**src/tcs_pkg.sv**
```systemverilog
// Package: register map, field positions and reset values of the timer channel status block
package tcs_pkg;
  // Register byte offsets
  localparam logic [7:0] TCS_OFF_CMP_B = 8'h00;
  localparam logic [7:0] TCS_OFF_CMP_C = 8'h04;
  localparam logic [7:0] TCS_OFF_STATUS = 8'h08;
  localparam logic [7:0] TCS_OFF_IRQ_EN = 8'h0c;
  localparam logic [7:0] TCS_OFF_IRQ_DIS = 8'h10;
  localparam logic [7:0] TCS_OFF_IRQ_MASK = 8'h14;
  // Event flag positions
  localparam int TCS_EV_OVF = 0;
  localparam int TCS_EV_LOVR = 1;
  localparam int TCS_EV_CPA = 2;
  localparam int TCS_EV_CPB = 3;
  localparam int TCS_EV_CPC = 4;
  localparam int TCS_EV_LDA = 5;
  localparam int TCS_EV_LDB = 6;
  localparam int TCS_EV_ETRG = 7;
  localparam int TCS_NUM_EV = 8;
  // Live level positions
  localparam int TCS_ST_CLK = 16;
  localparam int TCS_ST_MIRA = 17;
  localparam int TCS_ST_MIRB = 18;
  // Reset values
  localparam logic [15:0] TCS_RST_CMP = 16'h0000;
  localparam logic [7:0] TCS_RST_EV = 8'h00;
  localparam logic [7:0] TCS_RST_MASK = 8'h00;
endpackage : tcs_pkg

```
**src/tcs_sync2.sv**
```systemverilog
// Two-flop synchroniser for one pin level
`timescale 1ns/1ps
`default_nettype none
module tcs_sync2 (
  // Clock and reset
  input wire logic pclk,
  input wire logic presetn,
  // Level in and out
  input wire logic async_in,
  output logic sync_out
);
  typedef struct packed {
    logic meta;
    logic sync;
  } tcs_sync_st_t;
  tcs_sync_st_t st_q;
  tcs_sync_st_t st_d;

  // Shift stage
  always_comb begin
    st_d.meta = async_in;
    st_d.sync = st_q.meta;
  end

  // State flops
  always_ff @(posedge pclk or negedge presetn) begin
    if (!presetn) begin
      st_q <= '0;
    end else begin
      st_q <= st_d;
    end
  end

  assign sync_out = st_q.sync;
endmodule : tcs_sync2
`default_nettype wire

```
**src/tcs_top.sv**
```systemverilog
// Timer channel status, compare B/C and interrupt mask registers on APB
// Operation
// (RULE_01) Compare B: read-only capture, writable waveform
// (RULE_02) Compare C: 16-bit read-write, live value
// (RULE_03) Overflow flag sticky until status read
// (RULE_04) Load overrun flag, capture mode only
// (RULE_05) Match A flag, waveform mode only
// (RULE_06) Match B flag, waveform mode only
// (RULE_07) Match C flag in both modes
// (RULE_08) Load A flag, capture mode only
// (RULE_09) Load B flag, capture mode only
// (RULE_10) External trigger flag sticky until read
// (RULE_11) Bit 16 shows counter clock live
// (RULE_12) Bit 17 mirrors line A level
// (RULE_13) Bit 18 mirrors line B level
// (RULE_14) Enable write sets mask bits written one
// (RULE_15) Disable write clears mask bits written one
// (RULE_16) Mask register read returns current mask
// (RULE_17) Interrupt when any flag and mask both
// (RULE_18) Status read clears only event flags
`timescale 1ns/1ps
`default_nettype none
module tcs_top
  import tcs_pkg::*;
(
  // APB clock and reset
  input wire logic pclk,
  input wire logic presetn,
  // APB slave
  input wire logic psel,
  input wire logic penable,
  input wire logic pwrite,
  input wire logic [7:0] paddr,
  input wire logic [31:0] pwdata,
  input wire logic [3:0] pstrb,
  output logic [31:0] prdata,
  output logic pready,
  output logic pslverr,
  // Counter core side
  input wire logic wave_mode,
  input wire logic counter_clock_on,
  input wire logic ev_overflow,
  input wire logic ev_match_a,
  input wire logic ev_match_b,
  input wire logic ev_match_c,
  input wire logic ev_ext_trigger,
  input wire logic ev_load_a,
  input wire logic ev_load_b,
  input wire logic [15:0] capture_b_data,
  input wire logic read_capture_a,
  // Timer lines
  input wire logic timer_line_a_pin,
  input wire logic timer_line_b_pin,
  input wire logic timer_line_a_drv,
  input wire logic timer_line_b_drv,
  // Interrupt request
  output logic irq
);
  typedef struct packed {
    logic [15:0] cmp_b;
    logic [15:0] cmp_c;
    logic [7:0] flags;
    logic [7:0] mask;
    logic pend_a;
    logic pend_b;
    logic [31:0] rdata;
  } tcs_state_t;

  tcs_state_t st_q;
  tcs_state_t st_d;
  logic line_a_sync;
  logic line_b_sync;
  logic acc;
  logic wr;
  logic rd;
  logic [7:0] ev;
  logic [31:0] status_word;
  logic line_a_mirror;
  logic line_b_mirror;
  logic hit;
  logic rd_b;
  logic [15:0] b_wr_val;

  ////////////////////////////////////////////////////////////////////////
  // Pin synchronisers
  tcs_sync2 u_sync_a (
    .pclk(pclk),
    .presetn(presetn),
    .async_in(timer_line_a_pin),
    .sync_out(line_a_sync)
  );
  tcs_sync2 u_sync_b (
    .pclk(pclk),
    .presetn(presetn),
    .async_in(timer_line_b_pin),
    .sync_out(line_b_sync)
  );

  ////////////////////////////////////////////////////////////////////////
  // Bus decode
  assign acc = psel && penable;
  assign wr = acc && pwrite;
  assign rd = acc && !pwrite;
  assign rd_b = rd && (paddr == TCS_OFF_CMP_B);
  assign hit = (paddr == TCS_OFF_CMP_B) || (paddr == TCS_OFF_CMP_C) ||
               (paddr == TCS_OFF_STATUS) || (paddr == TCS_OFF_IRQ_EN) ||
               (paddr == TCS_OFF_IRQ_DIS) || (paddr == TCS_OFF_IRQ_MASK);

  // Line mirrors: sampled pin in capture, driven level in waveform
  // (RULE_12) line A mirror
  assign line_a_mirror = wave_mode ? timer_line_a_drv : line_a_sync;
  // (RULE_13) line B mirror
  assign line_b_mirror = wave_mode ? timer_line_b_drv : line_b_sync;

  // Raw events gated by mode
  always_comb begin
    ev = '0;
    // (RULE_03) overflow event
    ev[TCS_EV_OVF] = ev_overflow;
    // (RULE_04) overrun on second unread load
    ev[TCS_EV_LOVR] = !wave_mode && ((ev_load_a && st_q.pend_a) ||
                                     (ev_load_b && st_q.pend_b));
    // (RULE_05) match A in waveform
    ev[TCS_EV_CPA] = wave_mode && ev_match_a;
    // (RULE_06) match B in waveform
    ev[TCS_EV_CPB] = wave_mode && ev_match_b;
    // (RULE_07) match C any mode
    ev[TCS_EV_CPC] = ev_match_c;
    // (RULE_08) load A in capture
    ev[TCS_EV_LDA] = !wave_mode && ev_load_a;
    // (RULE_09) load B in capture
    ev[TCS_EV_LDB] = !wave_mode && ev_load_b;
    // (RULE_10) external trigger event
    ev[TCS_EV_ETRG] = ev_ext_trigger;
  end

  // Status word assembly
  always_comb begin
    status_word = '0;
    status_word[TCS_NUM_EV-1:0] = st_q.flags;
    // (RULE_11) live clock state
    status_word[TCS_ST_CLK] = counter_clock_on;
    status_word[TCS_ST_MIRA] = line_a_mirror;
    status_word[TCS_ST_MIRB] = line_b_mirror;
  end

  // Byte-lane merge for compare writes
  function automatic logic [15:0] tcs_merge(input logic [15:0] old_v, input logic [31:0] wd,
                                            input logic [3:0] strb);
    logic [15:0] r;
    r = old_v;
    if (strb[0]) begin
      r[7:0] = wd[7:0];
    end
    if (strb[1]) begin
      r[15:8] = wd[15:8];
    end
    return r;
  endfunction : tcs_merge

  assign b_wr_val = tcs_merge(st_q.cmp_b, pwdata, pstrb);

  ////////////////////////////////////////////////////////////////////////
  // Next state
  always_comb begin
    st_d = st_q;
    // Compare B: capture loads in capture mode, software in waveform
    // (RULE_01) compare B access
    if (!wave_mode && ev_load_b) begin
      st_d.cmp_b = capture_b_data;
    end else if (wave_mode && wr && paddr == TCS_OFF_CMP_B) begin
      st_d.cmp_b = b_wr_val;
    end
    // (RULE_02) compare C write
    if (wr && paddr == TCS_OFF_CMP_C) begin
      st_d.cmp_c = tcs_merge(st_q.cmp_c, pwdata, pstrb);
    end
    // Unread-load tracking; a new load wins over a read
    if (ev_load_a) begin
      st_d.pend_a = 1'b1;
    end else if (read_capture_a) begin
      st_d.pend_a = 1'b0;
    end
    if (ev_load_b) begin
      st_d.pend_b = 1'b1;
    end else if (rd_b) begin
      st_d.pend_b = 1'b0;
    end
    // (RULE_18) read clears flags, new event wins
    if (rd && paddr == TCS_OFF_STATUS) begin
      st_d.flags = ev;
    end else begin
      st_d.flags = st_q.flags | ev;
    end
    // (RULE_14) enable sets mask bits
    if (wr && paddr == TCS_OFF_IRQ_EN && pstrb[0]) begin
      st_d.mask = st_q.mask | pwdata[TCS_NUM_EV-1:0];
    end
    // (RULE_15) disable clears mask bits
    if (wr && paddr == TCS_OFF_IRQ_DIS && pstrb[0]) begin
      st_d.mask = st_q.mask & ~pwdata[TCS_NUM_EV-1:0];
    end
    // Read data capture in setup phase
    if (psel && !penable && !pwrite) begin
      case (paddr)
        // (RULE_01) compare B readback
        TCS_OFF_CMP_B: st_d.rdata = {16'h0000, st_q.cmp_b};
        // (RULE_02) compare C readback
        TCS_OFF_CMP_C: st_d.rdata = {16'h0000, st_q.cmp_c};
        TCS_OFF_STATUS: st_d.rdata = status_word;
        // (RULE_16) mask readback
        TCS_OFF_IRQ_MASK: st_d.rdata = {24'h000000, st_q.mask};
        default: st_d.rdata = 32'h0000_0000;
      endcase
    end
  end

  // State flops
  always_ff @(posedge pclk or negedge presetn) begin
    if (!presetn) begin
      st_q.cmp_b <= TCS_RST_CMP;
      st_q.cmp_c <= TCS_RST_CMP;
      st_q.flags <= TCS_RST_EV;
      st_q.mask <= TCS_RST_MASK;
      st_q.pend_a <= 1'b0;
      st_q.pend_b <= 1'b0;
      st_q.rdata <= 32'h0000_0000;
    end else begin
      st_q <= st_d;
    end
  end

  ////////////////////////////////////////////////////////////////////////
  // Outputs
  assign pready = 1'b1;
  assign pslverr = acc && !hit;
  assign prdata = st_q.rdata;
  // (RULE_17) masked interrupt
  assign irq = |(st_q.flags & st_q.mask);

  ////////////////////////////////////////////////////////////////////////
  // Assertions
  ovf_sticky_a: assert property (@(posedge pclk) disable iff (!presetn)
    ev_overflow |=> st_q.flags[TCS_EV_OVF]) // (RULE_03)
    else $error("overflow flag not set");
  status_clr_a: assert property (@(posedge pclk) disable iff (!presetn)
    (rd && paddr == TCS_OFF_STATUS && ev == 8'h00) |=> st_q.flags == 8'h00) // (RULE_18)
    else $error("status read did not clear flags");
  cpa_wave_a: assert property (@(posedge pclk) disable iff (!presetn)
    (!wave_mode && !$past(wave_mode) && rd && paddr == TCS_OFF_STATUS)
    |=> !st_q.flags[TCS_EV_CPA]) // (RULE_05)
    else $error("match A flag set in capture mode");
  ld_capt_a: assert property (@(posedge pclk) disable iff (!presetn)
    (wave_mode && ev_load_a) |=> st_q.flags[TCS_EV_LDA] == $past(st_q.flags[TCS_EV_LDA])
    || $past(rd)) // (RULE_08)
    else $error("load A flag set in waveform mode");
  lovr_det_a: assert property (@(posedge pclk) disable iff (!presetn)
    (!wave_mode && ev_load_a ##1 (!wave_mode && ev_load_a && !read_capture_a))
    |=> st_q.flags[TCS_EV_LOVR]) // (RULE_04)
    else $error("load overrun missed");
  mask_set_a: assert property (@(posedge pclk) disable iff (!presetn)
    (wr && paddr == TCS_OFF_IRQ_EN && pstrb[0])
    |=> (st_q.mask & $past(pwdata[7:0])) == $past(pwdata[7:0])) // (RULE_14)
    else $error("enable did not set mask");
  mask_clr_a: assert property (@(posedge pclk) disable iff (!presetn)
    (wr && paddr == TCS_OFF_IRQ_DIS && pstrb[0])
    |=> (st_q.mask & $past(pwdata[7:0])) == 8'h00) // (RULE_15)
    else $error("disable did not clear mask");
  irq_gate_a: assert property (@(posedge pclk) disable iff (!presetn) // (RULE_17)
    $rose(irq) |-> $past(|(ev & st_q.mask)) || $past(wr && paddr == TCS_OFF_IRQ_EN))
    else $error("interrupt without enabled flag");
  cmpc_wr_a: assert property (@(posedge pclk) disable iff (!presetn)
    (wr && paddr == TCS_OFF_CMP_C && pstrb[1:0] == 2'b11)
    |=> st_q.cmp_c == $past(pwdata[15:0])) // (RULE_02)
    else $error("compare C write lost");
  cmpb_ro_a: assert property (@(posedge pclk) disable iff (!presetn)
    (!wave_mode && !ev_load_b) |=> $stable(st_q.cmp_b)) // (RULE_01)
    else $error("compare B changed in capture mode");
  // (RULE_04) second unread B load
  ovr_b_det_a: assert property (@(posedge pclk) disable iff (!presetn) // (RULE_04)
    (!wave_mode && ev_load_b && st_q.pend_b) |=> st_q.flags[TCS_EV_LOVR])
    else $error("load overrun on B missed");
  // (RULE_04) no overrun in waveform
  lovr_wave_a: assert property (@(posedge pclk) disable iff (!presetn) // (RULE_04)
    (wave_mode && rd && paddr == TCS_OFF_STATUS) |=> !st_q.flags[TCS_EV_LOVR])
    else $error("overrun flag set in waveform mode");
  // (RULE_06) no match B in capture
  cpb_capt_a: assert property (@(posedge pclk) disable iff (!presetn) // (RULE_06)
    (!wave_mode && rd && paddr == TCS_OFF_STATUS) |=> !st_q.flags[TCS_EV_CPB])
    else $error("match B flag set in capture mode");
  // (RULE_08) no load A in waveform
  lda_wave_a: assert property (@(posedge pclk) disable iff (!presetn) // (RULE_08)
    (wave_mode && rd && paddr == TCS_OFF_STATUS) |=> !st_q.flags[TCS_EV_LDA])
    else $error("load A flag after clear in waveform mode");
  // (RULE_09) no load B in waveform
  ldb_wave_a: assert property (@(posedge pclk) disable iff (!presetn) // (RULE_09)
    (wave_mode && rd && paddr == TCS_OFF_STATUS) |=> !st_q.flags[TCS_EV_LDB])
    else $error("load B flag after clear in waveform mode");
  // (RULE_05) match A latched
  cpa_set_a: assert property (@(posedge pclk) disable iff (!presetn) // (RULE_05)
    (wave_mode && ev_match_a) |=> st_q.flags[TCS_EV_CPA])
    else $error("match A flag not set");
  // (RULE_06) match B latched
  cpb_set_a: assert property (@(posedge pclk) disable iff (!presetn) // (RULE_06)
    (wave_mode && ev_match_b) |=> st_q.flags[TCS_EV_CPB])
    else $error("match B flag not set");
  // (RULE_07) match C latched
  cpc_set_a: assert property (@(posedge pclk) disable iff (!presetn) // (RULE_07)
    ev_match_c |=> st_q.flags[TCS_EV_CPC])
    else $error("match C flag not set");
  // (RULE_08) load A latched
  lda_set_a: assert property (@(posedge pclk) disable iff (!presetn) // (RULE_08)
    (!wave_mode && ev_load_a) |=> st_q.flags[TCS_EV_LDA])
    else $error("load A flag not set");
  // (RULE_09) load B latched
  ldb_set_a: assert property (@(posedge pclk) disable iff (!presetn) // (RULE_09)
    (!wave_mode && ev_load_b) |=> st_q.flags[TCS_EV_LDB])
    else $error("load B flag not set");
  // (RULE_10) trigger latched
  etrg_set_a: assert property (@(posedge pclk) disable iff (!presetn) // (RULE_10)
    ev_ext_trigger |=> st_q.flags[TCS_EV_ETRG])
    else $error("external trigger flag not set");
  // (RULE_03) flags drop only on read
  flag_hold_a: assert property (@(posedge pclk) disable iff (!presetn) // (RULE_03)
    !(rd && paddr == TCS_OFF_STATUS) |=> (st_q.flags & $past(st_q.flags)) == $past(st_q.flags))
    else $error("event flag lost without status read");
  // (RULE_11) clock state in read data
  clk_live_a: assert property (@(posedge pclk) disable iff (!presetn) // (RULE_11)
    (psel && !penable && !pwrite && paddr == TCS_OFF_STATUS)
    |=> prdata[TCS_ST_CLK] == $past(counter_clock_on))
    else $error("clock state bit wrong");
  // (RULE_16) mask read data
  mask_read_a: assert property (@(posedge pclk) disable iff (!presetn) // (RULE_16)
    (psel && !penable && !pwrite && paddr == TCS_OFF_IRQ_MASK)
    |=> prdata == {24'h000000, $past(st_q.mask)})
    else $error("mask readback wrong");
  // (RULE_18) unused status bits zero
  status_rsvd_a: assert property (@(posedge pclk) disable iff (!presetn) // (RULE_18)
    (psel && !penable && !pwrite && paddr == TCS_OFF_STATUS)
    |=> prdata[31:19] == 13'h0000 && prdata[15:8] == 8'h00)
    else $error("unused status bits not zero");
  // (RULE_17) enabled event raises request
  irq_raise_a: assert property (@(posedge pclk) disable iff (!presetn) // (RULE_17)
    (|(ev & st_q.mask) && !(wr && paddr == TCS_OFF_IRQ_DIS)) |=> irq)
    else $error("interrupt not raised");
  // (RULE_01) compare B write in waveform
  cmpb_wave_a: assert property (@(posedge pclk) disable iff (!presetn) // (RULE_01)
    (wave_mode && wr && paddr == TCS_OFF_CMP_B && pstrb[1:0] == 2'b11)
    |=> st_q.cmp_b == $past(pwdata[15:0]))
    else $error("compare B write lost");
  // (RULE_02) compare C read data
  cmpc_read_a: assert property (@(posedge pclk) disable iff (!presetn) // (RULE_02)
    (psel && !penable && !pwrite && paddr == TCS_OFF_CMP_C)
    |=> prdata == {16'h0000, $past(st_q.cmp_c)})
    else $error("compare C readback wrong");
endmodule : tcs_top
`default_nettype wire

```
**config.mk**
```make
export PLATFORM = sky130hd
export DESIGN_NAME = tcs_top
export DESIGN_NICKNAME = d
export VERILOG_FILES = /design/src/tcs_pkg.sv /design/src/tcs_sync2.sv /design/src/tcs_top.sv
export SDC_FILE = /design/constraint.sdc
export NUM_CORES = 1
export LEC_CHECK = 0
export ABC_CLOCK_PERIOD_IN_PS = 2100
export BUFFER_PORTS_ARGS = -buffer_cell sky130_fd_sc_hd__buf_2
export CAP_MARGIN = 20
export CORE_MARGIN = 2
export CORE_UTILIZATION = 39
export CTS_CLUSTER_DIAMETER = 100
export DETAILED_ROUTE_END_ITERATION = 16
export HOLD_SLACK_MARGIN = 0.15
export PLACE_DENSITY_LB_ADDON = 0.15
export SLEW_MARGIN = 20
export SYNTH_ARGS = -nofsm -noshare
export SYNTH_HDL_FRONTEND = slang
export SYNTH_SLANG_ARGS = --single-unit
```
**constraint.sdc**
```tcl
create_clock -name pclk -period 2.1 [get_ports pclk]
set_input_delay 0.63 -clock pclk [delete_from_list [all_inputs] [get_ports pclk]]
set_output_delay 0.63 -clock pclk [all_outputs]
set_load 0.02 [all_outputs]
```
==> flow_summary.json, run 1 <==
{
  "place_congestion": 0.8090,
  "synth_top_area_cell": "dfrtp_1",
  "cp_max_fo": 2,
  "clk_latency_ps": 350,
  "worstPathCellList": "buf_6, or3_4, nor3_4, a21oi_2, buf_4",
  "core-area_um2": 8806,
  "r2r-start": "st_q[49]$_DFF_PN0_",
  "grt_util_all_layers_pct": 18.81,
  "die_h_um": 99.52,
  "cp_num_cells": 5,
  "setup_viol": 1,
  "drv_cap": 0,
  "final_nets": 496,
  "cts.sinks": 73,
  "numCtsBuffers": 9,
  "path_buf_inv": 2,
  "postCtsHoldBufs": 0,
  "irDropWorstVdd_uv": 318.3,
  "path_class": "in2out",
  "wl_per_cell_um": 16.58,
  "grt_pass1_vias": 2677,
  "crit_family": "simple AND/OR/NAND/NOR gates",
  "cts_root_buf": "clkbuf_8",
  "ys_ff_latch": 73,
  "drt.antenna.violating_nets": 0,
  "drt_iter0_drc": 118,
  "cts_tree": "done",
  "fin_util_pct": 49.06,
  "p_total_mw": 2.929,
  "violations": "setup timing",
  "clock_path_buffers": 2,
  "cp-end-kind": "primary output",
  "cp.arrival_ps": 1520,
  "ctsHtreeMaxLevel": 3,
  "fin_crit_sh_pct": 102.5,
  "status": "finished with violations",
  "yosysWarningCount": 0,
  "rows": 34,
  "clkTransAtPathRegs_ps": 80,
  "syn_to_final_growth_pct": 21.41,
  "rsz0062_at_grt": "yes",
  "crit_path_start_kind": "input port",
  "slew_viol_final": 0,
  "slowest_delay_ps": 380,
  "drt_wl_total_mm": 8.772,
  "ys_types": 37,
  "r2r_slack_ps": 1100,
  "r2r-end": "prdata[7]$_DFFE_PN0P_",
  "worst_r2r_path_depth": 3,
  "grt_max_degree": 74,
  "grt_pass1_wl_mm": 14.20,
  "io_pins": 114,
  "finalCriticalPeriod_ps": 2153,
  "fin_area_um2": 4320,
  "drc": 0,
  "yosysSeqAreaShare_pct": 51.34,
  "synth_top_area_share_pct": 51.34,
  "hold_path_class": "in2async",
  "layout_setup_ws_ps": -52.66,
  "cpMaxStageDelayCell": "or3_4",
  "dp_hpwl_mm": 6.523,
  "portBuffers": 81,
  "hold_violations": 0,
  "start_util_pct": 40.41,
  "synth_area_leaders": "dfrtp_1 (51%), mux2i_1 (7.3%), buf_4 (7.0%), mux2_2 (5.1%), a21oi_1 (4.2%)",
  "via_per_inst": 5.147,
  "synth_area_um2": 3558,
  "first_pass_iters": 4,
  "p_leak_nw": 2.124,
  "placed_area_um2": 4083,
  "antenna_cells": 0,
  "drive_gt1_share_pct": 36.82,
  "syn-mean-instance-area_um2": 10.69,
  "grt-ovfl-total": 0,
  "antenna_found_initial": 0,
  "required_ps": 1470,
  "skew_ps": 12.01,
  "synth_cells": 333,
  "die_area_um2": 9904,
  "max_clock_freq_mhz": 464.5,
  "vias": 2723,
  "die_w_um": 99.52,
  "powerDensity_nw_per_um2": 677.9
}
==> cells in the final DEF (no fill, tap or decap), types with 6 or more instances in the layout <==
cell type	synthesis	layout
a21o_1	6	6
a21oi_1	30	29
buf_2	4	78
buf_4	33	28
clkbuf_8	0	11
conb_1	2	14
dfrtp_1	73	73
mux2_2	16	16
mux2i_1	26	26
nand2_1	32	32
nor2_1	17	17
o21ai_0	17	17
o22a_1	8	8
o22ai_1	12	12
==> Yosys cell counts <==
| cell type | n |
|---|---|
| dfrtp_1 | 73 |
| buf_4 | 33 |
| nand2_1 | 32 |
| a21oi_1 | 30 |
| mux2i_1 | 26 |
| nor2_1 | 17 |
| o21ai_0 | 17 |
| mux2_2 | 16 |
| o22ai_1 | 12 |
| clkbuf_1 | 10 |
| o22a_1 | 8 |
| a21o_1 | 6 |
| a22oi_1 | 5 |
| buf_2 | 4 |
| o221a_2 | 4 |
| a22o_1 | 3 |
| and3_1 | 3 |
| buf_1 | 3 |
| inv_1 | 3 |
| nand3_1 | 3 |
| and4_1 | 2 |
| conb_1 | 2 |
| nand4_1 | 2 |
| nand4_2 | 2 |
| nor2_4 | 2 |
| nor2b_1 | 2 |
| nor3_1 | 2 |
| o31ai_1 | 2 |
| nand4b_1 | 1 |
| nor3_2 | 1 |
| nor3b_1 | 1 |
| nor4_4 | 1 |
| nor4bb_1 | 1 |
| o2bb2ai_1 | 1 |
| or3_1 | 1 |
| or3b_2 | 1 |
| or4_1 | 1 |
==> where the power goes <==
group / total [mW] / switching [mW] / internal [mW]
clock: 1.12 / 0.512 / 0.604
sequential: 1.48 / 0.0264 / 1.45
combinational: 0.332 / 0.189 / 0.143
total: 2.93 / 0.727 / 2.20
==> metal layers <==
metal / GRT usage (%) / routed length, um
met5: 0 / 0
met3: 3.303 / 457
met4: 6.955 / 147
met1: 28.20 / 4370
met2: 27.23 / 3797
==> per-stage QoR <==
stage,cells,hold slack (ps),worst slack [ps],setup TNS (ps)
after floorplan,345,331.2,3.272,0
after global placement,513,334.1,-85.05,-855.8
after detailed placement,513,334.7,-96.16,-1159
after CTS,528,311.4,-44.13,-44.13
after global routing,529,332.6,-89.75,-89.75
final,529,280.7,-52.66,-52.66
==> kinds of logic after synthesis <==
family	synth area share, %
AOI/OAI and AO/OA	15.68
buffers and inverters	9.213
DFF	51.34
muxes	12.38
other	0.2110
and+or+nand+nor	11.18
==> layout make-up <==
type	count	area, um^2
Timing Repair Buffer	111	683.2
Fill cell	856	4486
Inverter	3	11.26
Multi-Input combinational cell	219	1469
Sequential cell	73	1827
Clock buffer	12	155.1
Clock inverter	3	40.04
Tap cell	108	135.1
==> worst max-delay path by stage <==
stage | from | end | slack [ps]
final | paddr[6] | pslverr | -50
after global routing | paddr[6] | pslverr | -90
after CTS | paddr[5] | pslverr | -40
after detailed placement | paddr[5] | pslverr | -100
after global placement | paddr[5] | pslverr | -90
after floorplan | paddr[3] | pslverr | 3
==> repair_timing <==
item | CTS | global route
setup endpoints to repair | 1 | 1
gates resized for setup | 1 | 7
setup buffers | 0 | 1
hold endpoints to repair | 0 | 0
pin swaps | 0 | 3
(Power assumes the default switching activity.)
==> run 2, diff against run 1 <==
SKIP_CTS_REPAIR_TIMING = 1   (was not set)
==> run 2 against run 1 <==
Against the previous run:
- the run still ends with setup timing left
- largest cell class unchanged
- clock power is essentially flat
- sequential power about the same
- final cell count unchanged
- count of clock-buffer cells in the layout did not move
- critical endpoint unchanged
- flip-flop and latch count is the same
- fmax is 0.23% lower
==> flow_summary.json, run 2 (synthesis results as in run 1) <==
{
  "status": "finished with violations",
  "violations": "setup timing",
  "setup_viol": 1,
  "slew_viol_final": 0,
  "intPower_mw": 2.202,
  "cp.arrival_ps": 1530,
  "cpMaxStageDelayCell": "or3_4",
  "p_clk_share_pct": 38.1,
  "drt_iter0_drc": 139,
  "syn_to_final_growth_pct": 21.41,
  "p_leak_nw": 2.124,
  "antenna_found_initial": 0,
  "preCtsSetupSlack_ps": -96.16,
  "wl_per_cell_um": 16.59,
  "antenna_cells": 0,
  "clk_latency_ps": 350,
  "fin_area_um2": 4320,
  "io_pins": 114,
  "grt_pass1_wl_mm": 14.17,
  "drv_cap": 0,
  "layout_setup_ws_ps": -57.64,
  "place_congestion": 0.8090,
  "irDropWorstVdd_uv": 318.4,
  "path_class": "in2out",
  "portBuffers": 81,
  "start_util_pct": 40.41,
  "drt_wl_total_mm": 8.776,
  "p_switching_uw": 724.7,
  "drt.antenna.violating_nets": 0,
  "die_h_um": 99.52,
  "required_ps": 1470,
  "cts.sinks": 73,
  "die_area_um2": 9904,
  "cp_max_fo": 2,
  "placed_area_um2": 4083,
  "drive_gt1_share_pct": 36.82,
  "rsz0062_at_grt": "yes",
  "clock_path_buffers": 2,
  "clkTransAtPathRegs_ps": 80,
  "fin_crit_sh_pct": 102.7,
  "finalNonFillerCells": 529,
  "ctsHtreeMaxLevel": 3,
  "worstPathCellList": "buf_6, or3_4, nor3_4, a21oi_2, buf_4",
  "grt_max_degree": 74,
  "mostFrequentLayoutCells": "buf_2 (78), dfrtp_1 (73), nand2_1 (32)",
  "grt_util_all_layers_pct": 18.78,
  "dp_hpwl_mm": 6.523,
  "finalCriticalPeriod_ps": 2158,
  "grt-ovfl-total": 0,
  "cp-end-kind": "primary output",
  "vias": 2717,
  "swShare_pct": 24.76,
  "seq_power_share_pct": 50.6,
  "hold_path_class": "in2async",
  "combPwrFrac_pct": 11.3,
  "dp.cells": 513,
  "via_per_inst": 5.136,
  "numCtsBuffers": 9,
  "drc": 0,
  "max_clock_freq_mhz": 463.5,
  "crit_family": "simple AND/OR/NAND/NOR gates",
  "core-area_um2": 8806,
  "cts_root_buf": "clkbuf_8",
  "grt_pass1_vias": 2667,
  "die_w_um": 99.52,
  "rows": 34,
  "final_nets": 496,
  "cts_tree": "done",
  "path_buf_inv": 2,
  "crit_path_start_kind": "input port",
  "skew_ps": 11.03,
  "final_common_cell": "buf_2",
  "hold_violations": 0,
  "first_pass_iters": 4,
  "slowest_delay_ps": 380,
  "powerDensity_nw_per_um2": 677.4
}
==> run 2: cell counts in the layout (fill, tap and decap cells not counted) <==
Identical to the previous run, type by type.
==> run 2: routing by layer <==
layer | vias to the layer above | global-route usage [%] | wire, um
li1 | 1318 | - | -
met2 | 83 | 27.13 | 3807
met4 | 0 | 6.955 | 147
met5 | - | 0 | 0
met3 | 13 | 3.303 | 514
met1 | 1303 | 28.20 | 4307
==> run 2: stage by stage <==
stage / util (%) / power [mW] / setup TNS, ps / hold WS [ps]
5_1_grt: 49.06 / 3.059 / -90.04 / 332.6
3_3_place_gp: 46.36 / 1.829 / -855.8 / 334.1
6_report: 49.06 / 2.927 / -57.64 / 280.3
3_5_place_dp: 46.36 / 1.836 / -1159 / 334.7
4_1_cts: 48.58 / 2.945 / -110.5 / 311.4
2_1_floorplan: - / 1.685 / 0 / 331.2
==> run 2: area by class of cell <==
| type | instances | area (um^2) |
|---|---|---|
| fillers | 858 | 4486 |
| inverters | 3 | 11.26 |
| clock buffers | 12 | 155.1 |
| repair buffers | 111 | 683.2 |
| multi-input cells | 219 | 1469 |
| flip-flops and latches | 73 | 1827 |
| clock inverters | 3 | 40.04 |
| well taps | 108 | 135.1 |
==> run 2: path summary, 6_finish.rpt <==
path	from	end	slack (ps)	depth (start not counted)
min in group pclk	u_sync_b.st_d[0]$_DFF_PN0_	u_sync_b.sync_out$_DFF_PN0_	350	0
hold reg to reg	u_sync_b.st_d[0]$_DFF_PN0_	u_sync_b.sync_out$_DFF_PN0_	350	0
setup reg to reg	st_q[49]$_DFF_PN0_	prdata[7]$_DFFE_PN0P_	1100	3
max in group asynchronous	presetn	st_q[59]$_DFFE_PN0P_	1470	2
setup / recovery	paddr[6]	pslverr	-60	5
hold / removal	presetn	st_q[76]$_DFFE_PN0P_	280	2
==> run 2: power by group through the flow <==
stage / registers, mW / clock network [mW] / logic (mW)
6_report: 1.48 / 1.11 / 0.332
5_1_grt: 1.49 / 1.21 / 0.367
4_1_cts: 1.48 / 1.14 / 0.328
3_5_place_dp: 1.51 / 0 / 0.327
3_3_place_gp: 1.51 / 0 / 0.323
2_1_floorplan: 1.50 / 0 / 0.185
==> run 3, diff against run 2 <==
GPL_ROUTABILITY_DRIVEN = 0   (was not set)
SYNTH_HIERARCHICAL = 1   (was not set)
==> run 3 against run 2 <==
Against the previous run:
- the flow now finishes without violations
- sequential power barely moved
- die area rose by 1.9%
- count of clock-buffer cells in the layout down 1
- non-clock buffer count increased by 4
- power fell by 2.8%
- setup slack improved by 130 ps
- critical path depth did not move
- clock skew shrank 2.4 ps
- largest power group unchanged
==> flow_summary.json, run 3 <==
{
  "status": "finished, final reports clean",
  "ys_types": 41,
  "worst_r2r_path_depth": 3,
  "synth_top_area_share_pct": 50.36,
  "antenna_cells": 0,
  "grt_max_degree": 74,
  "fin_util_pct": 48.08,
  "rsz0062_at_grt": "no",
  "yosysMostFrequentCell": "dfrtp_1",
  "r2r-end": "prdata[2]$_DFFE_PN0P_",
  "synth_adder_area_share_pct": 0,
  "synth-simple-area-share_pct": 10.52,
  "synth-edff-count": 0,
  "crit_path_start": "paddr[4]",
  "r2r_slack_ps": 1070,
  "drive_gt1_share_pct": 41.15,
  "core-area_um2": 9153,
  "die_area_um2": 10090,
  "crit_path_start_kind": "input port",
  "ys.flop_type": "dfrtp_1",
  "area.sequential_um2": 1827,
  "syn-mean-instance-area_um2": 11.78,
  "drt.antenna.violating_nets": 0,
  "netlist_top_cells_count": "dfrtp_1 (73), buf_4 (34), mux2i_1 (18)",
  "dp_hpwl_mm": 6.582,
  "final_nets": 475,
  "grt-ovfl-total": 0,
  "finalNonFillerCells": 512,
  "syn_to_final_growth_pct": 21.32,
  "ys_ff_latch": 73,
  "hold_violations": 0,
  "drc": 0,
  "required_ps": 1470,
  "cp_max_fo": 13,
  "clkTransAtPathRegs_ps": 80,
  "drt_wl_total_mm": 9.285,
  "synth_cells": 308,
  "p_leak_nw": 2.125,
  "drt_iter0_drc": 192,
  "drv_cap": 0,
  "powerDensity_nw_per_um2": 646.2,
  "numCtsBuffers": 9,
  "multi_input_area_um2": 1536,
  "hold_path_class": "in2async",
  "cp-end-kind": "primary output",
  "finalCriticalPeriod_ps": 2029,
  "synth_area_leaders": "dfrtp_1 (50%), buf_4 (7.0%), mux2i_1 (5.0%), mux2_2 (5.0%), nand2b_1 (2.9%)",
  "synthXorXnorAreaFrac_pct": 0,
  "wl_per_cell_um": 18.13,
  "die_w_um": 100.4,
  "grt_pass1_vias": 2738,
  "r2r-start": "st_q[44]$_DFF_PN0_",
  "portBuffers": 81,
  "io_pins": 114,
  "setup_viol": 0,
  "clock_path_buffers": 2,
  "start_util_pct": 39.63,
  "synth_top_family_by_area": "compound AO/OA/AOI/OAI gates",
  "synthMuxAreaShare_pct": 9.934,
  "grt_pass1_wl_mm": 14.84,
  "fin_area_um2": 4400,
  "skew_ps": 8.641,
  "slew_viol_final": 0,
  "max_clock_freq_mhz": 493.0,
  "synth-compound-area-share_pct": 19.90,
  "placed_area_um2": 4207,
  "antenna_found_initial": 0,
  "first_pass_iters": 4,
  "mostFrequentLayoutCells": "buf_2 (81), dfrtp_1 (73), buf_4 (29)",
  "cts_tree": "done",
  "cp.arrival_ps": 1400,
  "synth_top_area_cell": "dfrtp_1",
  "vias": 2777,
  "cts_root_buf": "clkbuf_8",
  "via_per_inst": 5.424,
  "irDropWorstVdd_uv": 248.3,
  "dp.cells": 496,
  "rows": 35,
  "cts.sinks": 73,
  "nFillCells": 869,
  "die_h_um": 100.4,
  "fin_crit_sh_pct": 96.60,
  "synth_area_um2": 3627,
  "final_common_cell": "buf_2",
  "yosysWarningCount": 6,
  "yosysSeqAreaShare_pct": 50.36,
  "ctsHtreeMaxLevel": 3,
  "path_class": "in2out",
  "clk_latency_ps": 350,
  "grt_util_all_layers_pct": 19.52,
  "synthArstFlopShare_pct": 100.0
}
## run 3: changes by cell type after synthesis, moves of 4 or more
cell	previous run	this run
o22a_1	8	0
nor2_1	17	1
o22ai_1	12	8
a22oi_1	5	13
a21oi_1	30	9
o221a_2	4	8
o21ai_0	17	11
nand2_1	32	13
a41oi_1	0	8
a22o_1	3	11
o221a_1	0	8
nand2b_1	0	17
mux2i_1	26	18
## run 3: worst max-delay path by stage
stage                                       to
after detailed placement  st_q[80]$_DFFE_PN0P_
after CTS                              pslverr
after global routing                   pslverr
after floorplan           st_q[74]$_DFFE_PN0P_
final                                  pslverr
after global placement    st_q[78]$_DFFE_PN0P_
## run 3: logic make-up after synthesis
family                 count (synthesis)
AO/OA/AOI/OAI                         87
flip-flops                            73
AND/OR/NAND/NOR                       59
buffers and inverters                 53
multiplexers                          34
other                                  2
## run 3: metrics by stage
step                      power [mW]  setup TNS (ps)  hold WS [ps]  setup slack (ps)
after CTS                      2.867          -20.12         309.2            -20.12
after global routing           2.986               0         321.3             12.87
after floorplan                1.686           -4112         331.2            -185.3
after detailed placement       1.844           -5901         336.2            -255.6
after global placement         1.838           -5707         331.8            -243.6
final                          2.844               0         296.6             71.40
## run 3: where the power goes
part	leakage (nW)	switching, mW	internal [mW]
Sequential	0.913	0.0296	1.45
Clock	0.0911	0.541	0.487
Combinational	1.12	0.183	0.149
Total	2.12	0.754	2.09
## run 3: layout make-up
class / instances / area share [%]
inverter: 3 / 0.2559
sequential: 73 / 41.51
clock inverter: 5 / 0.6824
timing repair buffer: 115 / 16.04
tap: 111 / 3.156
clock buffer: 11 / 3.440
multi-input combinational: 194 / 34.92
## run 3: layer usage
layer | vias up | GRT usage, % | wire [um]
met5 | - | 0 | 0
met3 | 15 | 4.805 | 582
met1 | 1352 | 29.25 | 4480
met4 | 0 | 7.587 | 204
met2 | 109 | 27.00 | 4017
li1 | 1301 | - | -
## run 3: worst max-delay path, stage by stage
cell and delay, ps:
buf_2 120, buf_6 190, nand2_1 70, a31oi_1 180, buf_2 200
